`config.mk`:
```
export PLATFORM = sky130hd
export DESIGN_NAME = ppc_port
export DESIGN_NICKNAME = d
export VERILOG_FILES = /design/src/verilog/ppc_pkg.sv /design/src/verilog/ppc_port.sv
export SDC_FILE = /design/constraint.sdc
export NUM_CORES = 1
export LEC_CHECK = 0
export BUFFER_PORTS_ARGS = -buffer_cell sky130_fd_sc_hd__buf_2
export CAP_MARGIN = 10
export CORE_ASPECT_RATIO = 2
export CORE_MARGIN = 8
export CORE_UTILIZATION = 45
export CTS_CLUSTER_SIZE = 30
export DETAILED_ROUTE_END_ITERATION = 8
export HOLD_SLACK_MARGIN = 0.02
export PLACE_DENSITY = 0.64
export SLEW_MARGIN = 20
export SYNTH_ARGS = -nofsm -noshare
export SYNTH_HDL_FRONTEND = slang
export SYNTH_SLANG_ARGS = --single-unit
```
`constraint.sdc`:
```
create_clock -name clk -period 1.75 [get_ports clk]
set_clock_uncertainty 0.05 [all_clocks]
set_input_delay 0.175 -clock clk [delete_from_list [all_inputs] [get_ports clk]]
set_output_delay 0.175 -clock clk [all_outputs]
set_load 0.005 [all_outputs]
```
`src/verilog/ppc_pkg.sv`:
```
package ppc_pkg;

  ////////////////////////////////////////////////////////////////////////////
  // register offsets on the plain register port
  localparam logic [3:0] OFF_DATA = 4'h0;
  localparam logic [3:0] OFF_STATUS = 4'h1;
  localparam logic [3:0] OFF_CTRL = 4'h2;
  localparam logic [3:0] OFF_DIRSEL = 4'h3;
  localparam logic [3:0] OFF_IRQ_STAT = 4'h4;
  localparam logic [3:0] OFF_IRQ_EN = 4'h5;
  localparam logic [3:0] OFF_IRQ_CLR = 4'h6;

  ////////////////////////////////////////////////////////////////////////////
  // printer_control / printer_command_readback bit positions
  localparam int CTL_STROBE = 0;
  localparam int CTL_AFEED = 1;
  localparam int CTL_INIT = 2;
  localparam int CTL_SELIN = 3;
  localparam int CTL_IRQEN = 4;
  localparam int CTL_DIR = 5;

  // reset and fixed values
  localparam logic [7:0] CTRL_RST = 8'hC0;
  localparam logic [2:0] CMD_UNUSED = 3'h7;
  localparam logic [1:0] STAT_UNUSED = 2'h3;
  localparam logic [7:0] DIRSEL_RST = 8'h00;
  localparam logic [7:0] DIR_OUT_CODE = 8'h55;
  localparam logic [7:0] DIR_IN_CODE = 8'hAA;
  localparam logic [7:0] DATA_RST = 8'h00;

  ////////////////////////////////////////////////////////////////////////////
  // interrupt events
  localparam int NUM_EV = 4;
  localparam int EV_ACK = 0;
  localparam int EV_BUSY = 1;
  localparam int EV_ERR = 2;
  localparam int EV_PE = 3;

  ////////////////////////////////////////////////////////////////////////////
  // synchroniser vector layout and idle levels
  localparam int SYNC_W = 18;
  localparam int SY_DATA = 0;
  localparam int SY_STB = 8;
  localparam int SY_AFD = 9;
  localparam int SY_INIT = 10;
  localparam int SY_SEL = 11;
  localparam int SY_ACK = 12;
  localparam int SY_ERR = 13;
  localparam int SY_SLCT = 14;
  localparam int SY_PE = 15;
  localparam int SY_BUSY = 16;
  localparam int SY_BIDIR_ENABLE_INPUT = 17;
  localparam logic [17:0] SYNC_RST = 18'h13B00;

endpackage

```
`src/verilog/ppc_port.sv`:
```
// The strobed register port and the register offsets were left to the implementer.
`timescale 1ns/1ps
// Function
// control bit 0 set pulls strobe low; software returns it high, no auto pulse.
// control bit 1 set pulls auto-feed low; reset value 0.
// control bit 2 drives initialize pin with same polarity; reset value 0.
// control bit 3 set pulls select-in low; reset value 0.
// control bit 4 enables printer interrupt output; 0 masks it; reset masks.
// with bidir enable high, control bit 5: 0 data outputs, 1 inputs.
// command register reads back control settings except the direction bit.
// command bit 3 reads select-in pin inverted.
// command bit 4 reads printer interrupt enable.
// command bits 5 to 7 always read 1.
// four handshake lines are open-drain with pull-up, wire-OR capable.
// reset clears control bits 0 to 5; bits 6 and 7 read 1.
// after reset command bits 0 to 4 read 0, bits 5 to 7 read 1.
// status bits 0 and 1 read 1; bits 2 to 7 follow inputs.
// with bidir enable low, 0x55 to direction select gives outputs, 0xAA inputs.
// data write latches onto data pins when outputs; pins released when inputs.
// software releases a handshake driver before reading that line as input.
module ppc_port
(
  // clock and reset
  input wire logic clk,
  input wire logic rst,
  // register port
  input wire logic [3:0] addr,
  input wire logic [7:0] wdata,
  input wire logic wr,
  input wire logic rd,
  output logic [7:0] rdata,
  // data pins
  input wire logic [7:0] printer_data_pins_i,
  output logic [7:0] printer_data_pins_o,
  output logic printer_data_pins_oe,
  // open-drain handshake lines
  input wire logic strobe_n_i,
  output logic strobe_n_o,
  output logic strobe_n_oe,
  input wire logic auto_feed_n_i,
  output logic auto_feed_n_o,
  output logic auto_feed_n_oe,
  input wire logic init_i,
  output logic init_o,
  output logic init_oe,
  input wire logic select_in_n_i,
  output logic select_in_n_o,
  output logic select_in_n_oe,
  // printer status inputs
  input wire logic ack_n,
  input wire logic error_n,
  input wire logic select_fb,
  input wire logic paper_end,
  input wire logic busy,
  input wire logic bidir_enable_input,
  // interrupts
  output logic printer_irq_out,
  output logic irq
);

  function automatic logic hit(input logic [3:0] a, input logic [3:0] off);
    hit = (a == off);
  endfunction

  ////////////////////////////////////////////////////////////////////////////
  // input synchronisers: stage one feeds stage two only
  logic [17:0] sync1_ff;
  logic [17:0] sync2_ff;
  logic [17:0] prev_ff;
  logic [17:0] async_in;

  assign async_in = {bidir_enable_input, busy, paper_end, select_fb, error_n, ack_n,
                     select_in_n_i, init_i, auto_feed_n_i, strobe_n_i,
                     printer_data_pins_i};

  always_ff @(posedge clk)
  begin
    if (rst)
    begin
      sync1_ff <= ppc_pkg::SYNC_RST;
      sync2_ff <= ppc_pkg::SYNC_RST;
      prev_ff <= ppc_pkg::SYNC_RST;
    end
    else
    begin
      sync1_ff <= async_in;
      sync2_ff <= sync1_ff;
      prev_ff <= sync2_ff;
    end
  end

  logic bidir_enable_input_s;
  assign bidir_enable_input_s = sync2_ff[ppc_pkg::SY_BIDIR_ENABLE_INPUT];

  ////////////////////////////////////////////////////////////////////////////
  // printer_control register
  logic [7:0] ctrl_ff;

  always_ff @(posedge clk)
  begin
    if (rst)
      ctrl_ff <= ppc_pkg::CTRL_RST;
    else if (wr && hit(addr, ppc_pkg::OFF_CTRL))
      ctrl_ff <= {2'h3, wdata[5:0]}; // unused bits stay 1
  end

  ////////////////////////////////////////////////////////////////////////////
  // direction select and data latch
  logic [7:0] dirsel_ff;
  logic dirsel_in_ff;
  logic [7:0] data_ff;
  logic dir_in;

  always_ff @(posedge clk)
  begin
    if (rst)
    begin
      dirsel_ff <= ppc_pkg::DIRSEL_RST;
      dirsel_in_ff <= 1'b0;
    end
    else if (wr && hit(addr, ppc_pkg::OFF_DIRSEL))
    begin
      dirsel_ff <= wdata;
      // other patterns are stored but leave the direction alone
      if (wdata == ppc_pkg::DIR_OUT_CODE)
        dirsel_in_ff <= 1'b0;
      else if (wdata == ppc_pkg::DIR_IN_CODE)
        dirsel_in_ff <= 1'b1;
    end
  end

  always_ff @(posedge clk)
  begin
    if (rst)
      data_ff <= ppc_pkg::DATA_RST;
    else if (wr && hit(addr, ppc_pkg::OFF_DATA))
      data_ff <= wdata;
  end

  // bidir enable picks which register owns the bus direction
  assign dir_in = bidir_enable_input_s ? ctrl_ff[ppc_pkg::CTL_DIR] : dirsel_in_ff;
  assign printer_data_pins_o = data_ff;
  assign printer_data_pins_oe = !dir_in;

  ////////////////////////////////////////////////////////////////////////////
  // open-drain handshake drivers: only ever pull low, pull-up gives the high
  assign strobe_n_o = 1'b0;
  assign auto_feed_n_o = 1'b0;
  assign init_o = 1'b0;
  assign select_in_n_o = 1'b0;
  assign strobe_n_oe = ctrl_ff[ppc_pkg::CTL_STROBE];
  assign auto_feed_n_oe = ctrl_ff[ppc_pkg::CTL_AFEED];
  assign init_oe = !ctrl_ff[ppc_pkg::CTL_INIT];
  assign select_in_n_oe = ctrl_ff[ppc_pkg::CTL_SELIN];

  ////////////////////////////////////////////////////////////////////////////
  // readback values
  logic [7:0] cmd_val;
  logic [7:0] stat_val;
  logic [7:0] data_val;

  // lines read back from the pins so a far-side driver shows up
  assign cmd_val = {ppc_pkg::CMD_UNUSED,
                    ctrl_ff[ppc_pkg::CTL_IRQEN],
                    !sync2_ff[ppc_pkg::SY_SEL],
                    sync2_ff[ppc_pkg::SY_INIT],
                    !sync2_ff[ppc_pkg::SY_AFD],
                    !sync2_ff[ppc_pkg::SY_STB]};

  // bit 2 is the pending flag, tracking the acknowledge line
  assign stat_val = {sync2_ff[ppc_pkg::SY_BUSY], sync2_ff[ppc_pkg::SY_ACK],
                     sync2_ff[ppc_pkg::SY_PE], sync2_ff[ppc_pkg::SY_SLCT],
                     sync2_ff[ppc_pkg::SY_ERR], sync2_ff[ppc_pkg::SY_ACK],
                     ppc_pkg::STAT_UNUSED};

  assign data_val = dir_in ? sync2_ff[7:0] : data_ff;

  ////////////////////////////////////////////////////////////////////////////
  // interrupt events, sticky status, enable and clear
  logic [3:0] ev;
  logic [3:0] irq_stat_ff;
  logic [3:0] irq_en_ff;
  logic clr_wr;

  assign ev[ppc_pkg::EV_ACK] = prev_ff[ppc_pkg::SY_ACK] && !sync2_ff[ppc_pkg::SY_ACK];
  assign ev[ppc_pkg::EV_BUSY] = prev_ff[ppc_pkg::SY_BUSY] && !sync2_ff[ppc_pkg::SY_BUSY];
  assign ev[ppc_pkg::EV_ERR] = prev_ff[ppc_pkg::SY_ERR] && !sync2_ff[ppc_pkg::SY_ERR];
  assign ev[ppc_pkg::EV_PE] = !prev_ff[ppc_pkg::SY_PE] && sync2_ff[ppc_pkg::SY_PE];
  assign clr_wr = wr && hit(addr, ppc_pkg::OFF_IRQ_CLR);

  genvar gi;
  generate
    for (gi = 0; gi < ppc_pkg::NUM_EV; gi = gi + 1)
    begin : g_ev
      // a new event in the clear cycle survives the clear
      always_ff @(posedge clk)
      begin
        if (rst)
          irq_stat_ff[gi] <= 1'b0;
        else if (ev[gi])
          irq_stat_ff[gi] <= 1'b1;
        else if (clr_wr && wdata[gi])
          irq_stat_ff[gi] <= 1'b0;
      end
    end
  endgenerate

  always_ff @(posedge clk)
  begin
    if (rst)
      irq_en_ff <= 4'h0;
    else if (wr && hit(addr, ppc_pkg::OFF_IRQ_EN))
      irq_en_ff <= wdata[3:0];
  end

  assign irq = |(irq_stat_ff & irq_en_ff);

  // printer interrupt: acknowledge low, gated by control bit 4
  logic printer_irq_ff;

  always_ff @(posedge clk)
  begin
    if (rst)
      printer_irq_ff <= 1'b0;
    else
      printer_irq_ff <= ctrl_ff[ppc_pkg::CTL_IRQEN] && !sync2_ff[ppc_pkg::SY_ACK];
  end

  assign printer_irq_out = printer_irq_ff;

  ////////////////////////////////////////////////////////////////////////////
  // read port: data valid only in the cycle after the strobe
  logic [7:0] rdata_ff;

  always_ff @(posedge clk)
  begin
    if (rst || !rd)
      rdata_ff <= 8'h00;
    else
    begin
      case (addr)
        ppc_pkg::OFF_DATA: rdata_ff <= data_val;
        ppc_pkg::OFF_STATUS: rdata_ff <= stat_val;
        ppc_pkg::OFF_CTRL: rdata_ff <= cmd_val;
        ppc_pkg::OFF_DIRSEL: rdata_ff <= dirsel_ff;
        ppc_pkg::OFF_IRQ_STAT: rdata_ff <= {4'h0, irq_stat_ff};
        ppc_pkg::OFF_IRQ_EN: rdata_ff <= {4'h0, irq_en_ff};
        default: rdata_ff <= 8'h00;
      endcase
    end
  end

  assign rdata = rdata_ff;
endmodule // ppc_port

```
* After elaboration in Yosys (flattened, before gate mapping)
Cells that the tools add are included.
** Storage, ports and cells
- Register bits :: 93
- Logic and storage cells :: 69
** Cells by class
- Equality and inequality tests :: 8
- Mux-type cells :: 13
- Bitwise gates (word level) :: 1
- Reductions and logical operators :: 33
** Operator list (count)
- $pmux 8 s6 :: 1
- $logic_and 1x1->1 :: 14
- $eq 4x3->1 const B :: 3
- $mux 1 :: 11
- $logic_not 1->1 :: 10
- $reduce_bool 2->1 :: 5
- $eq 4x2->1 const B :: 2
- $eq 8x7->1 const B :: 1
- $eq 8x8->1 const B :: 1
- $mux 8 :: 1
- $and 4x4->4 :: 1
- $eq 4x1->1 const B :: 1
- $logic_not 4->1 :: 1
- $reduce_or 4->1 :: 1
- $reduce_and 2->1 :: 1
- $logic_or 1x1->1 :: 1

* Longest topological paths before layout
- Depth after elaboration :: 5
- Mapped depth :: 6
- Gate-level depth less buffers :: 4

* Worst setup path before layout
OpenSTA, ideal clock, no wires.
- Path kind :: register -> register
- Start :: register sync2_ff[17]
- End :: register rdata_ff[0] (netlist: rdata[0])
- Setup time :: 0.125 ns
- Data arrival time :: 1.356 ns
- Required time :: 1.575 ns
- Slack :: 0.219 ns
- Cell stages (with the launch flop) :: 5
- Path buffers :: 0
- Path through :: dfxtp_1 mux2i_4 mux2_2 a221oi_1 nor2_1
** Between the ends
- Cells in the longest elaborated chain, start to end :: 3
** Ends and longest elaborated chain
- start, declared :: line ppc_port.sv:68 : logic [17:0] sync2_ff;
- start signal, assigned :: line ppc_port.sv:81 : sync2_ff <= ppc_pkg::SYNC_RST;
- start signal, assigned :: line ppc_port.sv:87 : sync2_ff <= sync1_ff;
- $mux 1 :: line ppc_port.sv:141 : assign dir_in = bidir_enable_input_s ? ctrl_ff[ppc_pkg::CTL_DIR] : dirsel_in_ff;
- $mux 8 :: line ppc_port.sv:176 : assign data_val = dir_in ? sync2_ff[7:0] : data_ff;
- $pmux 8 s6 :: line ppc_port.sv:241 : case (addr)
- end signal, assigned :: line ppc_port.sv:242 : ppc_pkg::OFF_DATA: rdata_ff <= data_val;
- end signal, assigned :: line ppc_port.sv:243 : ppc_pkg::OFF_STATUS: rdata_ff <= stat_val;
- end signal, assigned :: line ppc_port.sv:244 : ppc_pkg::OFF_CTRL: rdata_ff <= cmd_val;
- end, declared :: line ppc_port.sv:233 : logic [7:0] rdata_ff;
Every way passes these cells.
A chain may end at the register's enable or synchronous reset.

* Worst setup path after layout
Same ends and word-level chain as after synthesis.

==> flow_summary.ini <==
[synthesis]
yosysMostFrequentCell = dfxtp_1
synth_mux_area_share_pct = 10.85
synthSimpleGateAreaFrac_pct = 22.27
avgSynthCellArea_um2 = 10.03
ys_warn_count = 0
syn_inst = 306
synth_fa_ha_area_share_pct = 0
synth_area_leader_cell = dfxtp_1
ys_types = 42
ys_seq_elements = 80
synth_top_family_by_area = simple AND/OR/NAND/NOR gates
synthArstFlopShare_pct = 0
dominantRegCellSynth = dfxtp_1
ys_seq_area_share_pct = 52.20
synth-edff-count = 0
synth_compound_area_share_pct = 8.850
synthTopCellsByArea = dfxtp_1 52%, mux2i_1 7.2%, nor2b_1 6.1%
synthDominantCellAreaShare_pct = 52.20
synthXorXnorAreaFrac_pct = 0
mappedNetlistArea_um2 = 3068
synth_common_cells = 80 x dfxtp_1, 30 x nor2b_1, 27 x nor2_1, 22 x mux2i_1, 17 x a21oi_1

[floorplanning]
die_h_um = 132.8
fp.dieW_um = 74.39
start_util_pct = 46.33
die-area_um2 = 9876
num_rows = 42
io_pins = 61
coreArea_um2 = 6621

[pwr]
power_density_nw_per_um2 = 1028
seqPwrFrac_pct = 47.2
combPwrFrac_pct = 7.0
clkPwrFrac_pct = 45.7
p_int_w = 0.003125
swShare_pct = 22.34
p_sw_w = 0.0008993
p_leak_nw = 1.706
peakVddDrop_mv = 0.7543

[global_route]
use_met2_pct = 28.29
grt_max_degree = 38
track_usage_pct = 16.27
antenna_found_initial = 0
grt_pass1_vias = 2432
grt_busiest_layer = met2
grt_pass1_wl_mm = 12.09
grt_overflow = 0
grt_util_met1_pct = 15.35
grt_util_met3_pct = 4.391

[critical_path]
r2r-end = rdata[0]$_SDFF_PP0_
cp_max_fo = 4
r2r-start = sync2_ff[17]$_SDFF_PP0_
rrSetupSlack_ns = 0.11
critPathKind = register to register
cp_num_buf_inv = 0
crit_chain = mux2i_4 -> mux2_2 -> a221oi_1 -> nor2_1
critPathArrivalTime_ns = 1.80
worstPathRequired_ns = 1.91
crit_path_start_kind = register
rr_worst_depth = 4
worstSetupEndpointType = register
crit_path_max_incr_delay_ns = 0.38
slowest_stage = dfxtp_1
cpLargestDelayFamily = multiplexers

[sta]
setup_viol_count_final = 0
fin_tns_setup_ns = 0
period_share_pct = 93.68
max_freq_ghz = 0.6099
rsz0062_at_grt = no
hold_viol = 0
finalMaxSlewViolations = 0
layout_min_cycle_time_ns = 1.639

[detailed_routing]
ant_nets = 0
vias_per_cell = 4.910
drc = 0
wl_per_cell_um = 15.56
totalWireLength_mm = 7.454
vias = 2352
drt-initial-drc-count = 115
first_pass_iters = 4

[finish]
drive_above_1_share_pct = 28.90
diodes = 0
nFillCells = 608
final_net_count = 420
area_growth_syn_to_layout_pct = 27.57
fin_util_pct = 59.11
postLayoutCellArea_um2 = 3914

[worst_hold_path]
hold_path_depth = 3
min_to = printer_data_pins_o[6]$_SDFFE_PP0P_
hold_path_startpoint = wdata[6]
hp-class = primary input to register

[run_status]
status = completed

[clock_tree]
htreeDepth = 3
cts.sinks = 80
worst_skew_pair.late_latency_ns = 0.33
cts_tree = built
clockBufferDepth = 2
numCtsBuffers = 9
clk_pin_slew_worst_paths_ns = 0.06
cts_root_buffer = clkbuf_16

[place]
portBuffers = 56
globalplace.congestion = 0.9345
place_area_um2 = 3437
place_hpwl_mm = 5.585

[run]
cap_viol_max_count = 0
## what timing repair did
| item | 4_1_cts | 5_1_grt |
|---|---|---|
| gates resized for setup | 0 | 0 |
| hold buffers | 18 | 0 |
| hold endpoints to repair | 18 | 0 |
| buffers inserted | 0 | 0 |
## per-stage QoR
| stage | cells | power, W | worst slack [ns] | hold slack, ns |
|---|---|---|---|---|
| final | 479 | 0.004025 | 0.1105 | 0.09743 |
| after global routing | 479 | 0.004175 | 0.06385 | 0.1169 |
| after CTS | 479 | 0.004063 | 0.1053 | 0.08742 |
| after detailed placement | 445 | 0.002193 | 0.1127 | 0.3114 |
| after global placement | 445 | 0.002188 | 0.1390 | 0.3082 |
| after floorplan | 309 | 0.002095 | 0.2195 | 0.2288 |
## flip-flops by register name (all words and copies together) (netlist names), 4 cells and up
| signal | count |
|---|---|
| rdata | 8 |
| sync2_ff | 18 |
| sync1_ff | 18 |
| prev_ff | 4 |
| irq_stat_ff | 4 |
| irq_en_ff | 4 |
| dirsel_ff | 8 |
| printer_data_pins_o | 8 |
| ctrl_ff | 6 |
## metal layers
layer	wire length (um)	vias up
met5	0	-
met3	352	26
met2	4065	68
li1	-	1179
met1	2661	1079
met4	375	0
## cell families after synthesis
kind of cell | Yosys count
other | 1
AND/OR/NAND/NOR | 119
multiplexers | 31
buffers and inverters | 33
AO/OA/AOI/OAI | 42
flip-flops | 80
## power by group through the flow
stage / logic [W] / clock network, W / registers, W
CTS: 0.000283 / 0.00188 / 0.00190
global placement: 0.000248 / 0 / 0.00194
global route: 0.000309 / 0.00196 / 0.00191
detailed placement: 0.000251 / 0 / 0.00194
floorplan: 0.000164 / 0 / 0.00193
finish: 0.000282 / 0.00184 / 0.00190
## cells in the final DEF, fill, tap and decap left out, types with 2 or more instances in the layout
master	synthesis	layout
a21oi_1	17	17
a221oi_1	3	3
a22o_1	2	2
a22oi_1	5	5
a31oi_1	3	3
buf_2	2	56
buf_4	7	13
clkbuf_16	0	9
clkinvlp_4	0	2
conb_1	1	4
dfxtp_1	80	80
dlygate4sd3_1	0	18
inv_1	12	12
inv_6	0	2
mux2_2	8	8
mux2i_1	22	22
nand2_1	15	15
nand2b_1	6	6
nand3_1	11	11
nand4_1	2	2
nor2_1	27	27
nor2b_1	30	30
nor3_1	2	2
o21ai_0	5	5
or2_2	15	15
## worst reg2reg max path: stages, from the launching register on
cell and delay, ns:
dfxtp_1 0.38, mux2i_4 0.30, mux2_2 0.37, a221oi_1 0.35
nor2_1 0.08
## cell type report
cell class              count  area [um2]  share of cell area, %
inverters                  12       45.04                  1.151
well taps                  88       110.1                  2.813
multi-input cells         196        1303                  33.28
repair buffers             87       558.0                  14.26
clock inverters             6       67.56                  1.726
flip-flops and latches     80        1602                  40.92
clock buffers              10       229.0                  5.850
## worst max path at each step
stage	from	end	slack (ns)	cells after the start
3_3_place_gp	sync2_ff[17]$_SDFF_PP0_	rdata[0]$_SDFF_PP0_	0.14	4
3_5_place_dp	sync2_ff[17]$_SDFF_PP0_	rdata[0]$_SDFF_PP0_	0.11	4
2_1_floorplan	sync2_ff[17]$_SDFF_PP0_	rdata[0]$_SDFF_PP0_	0.22	4
4_1_cts	sync2_ff[17]$_SDFF_PP0_	rdata[0]$_SDFF_PP0_	0.11	4
5_1_grt	sync2_ff[17]$_SDFF_PP0_	rdata[0]$_SDFF_PP0_	0.06	4
6_report	sync2_ff[17]$_SDFF_PP0_	rdata[0]$_SDFF_PP0_	0.11	4
(Power assumes the default switching activity.)
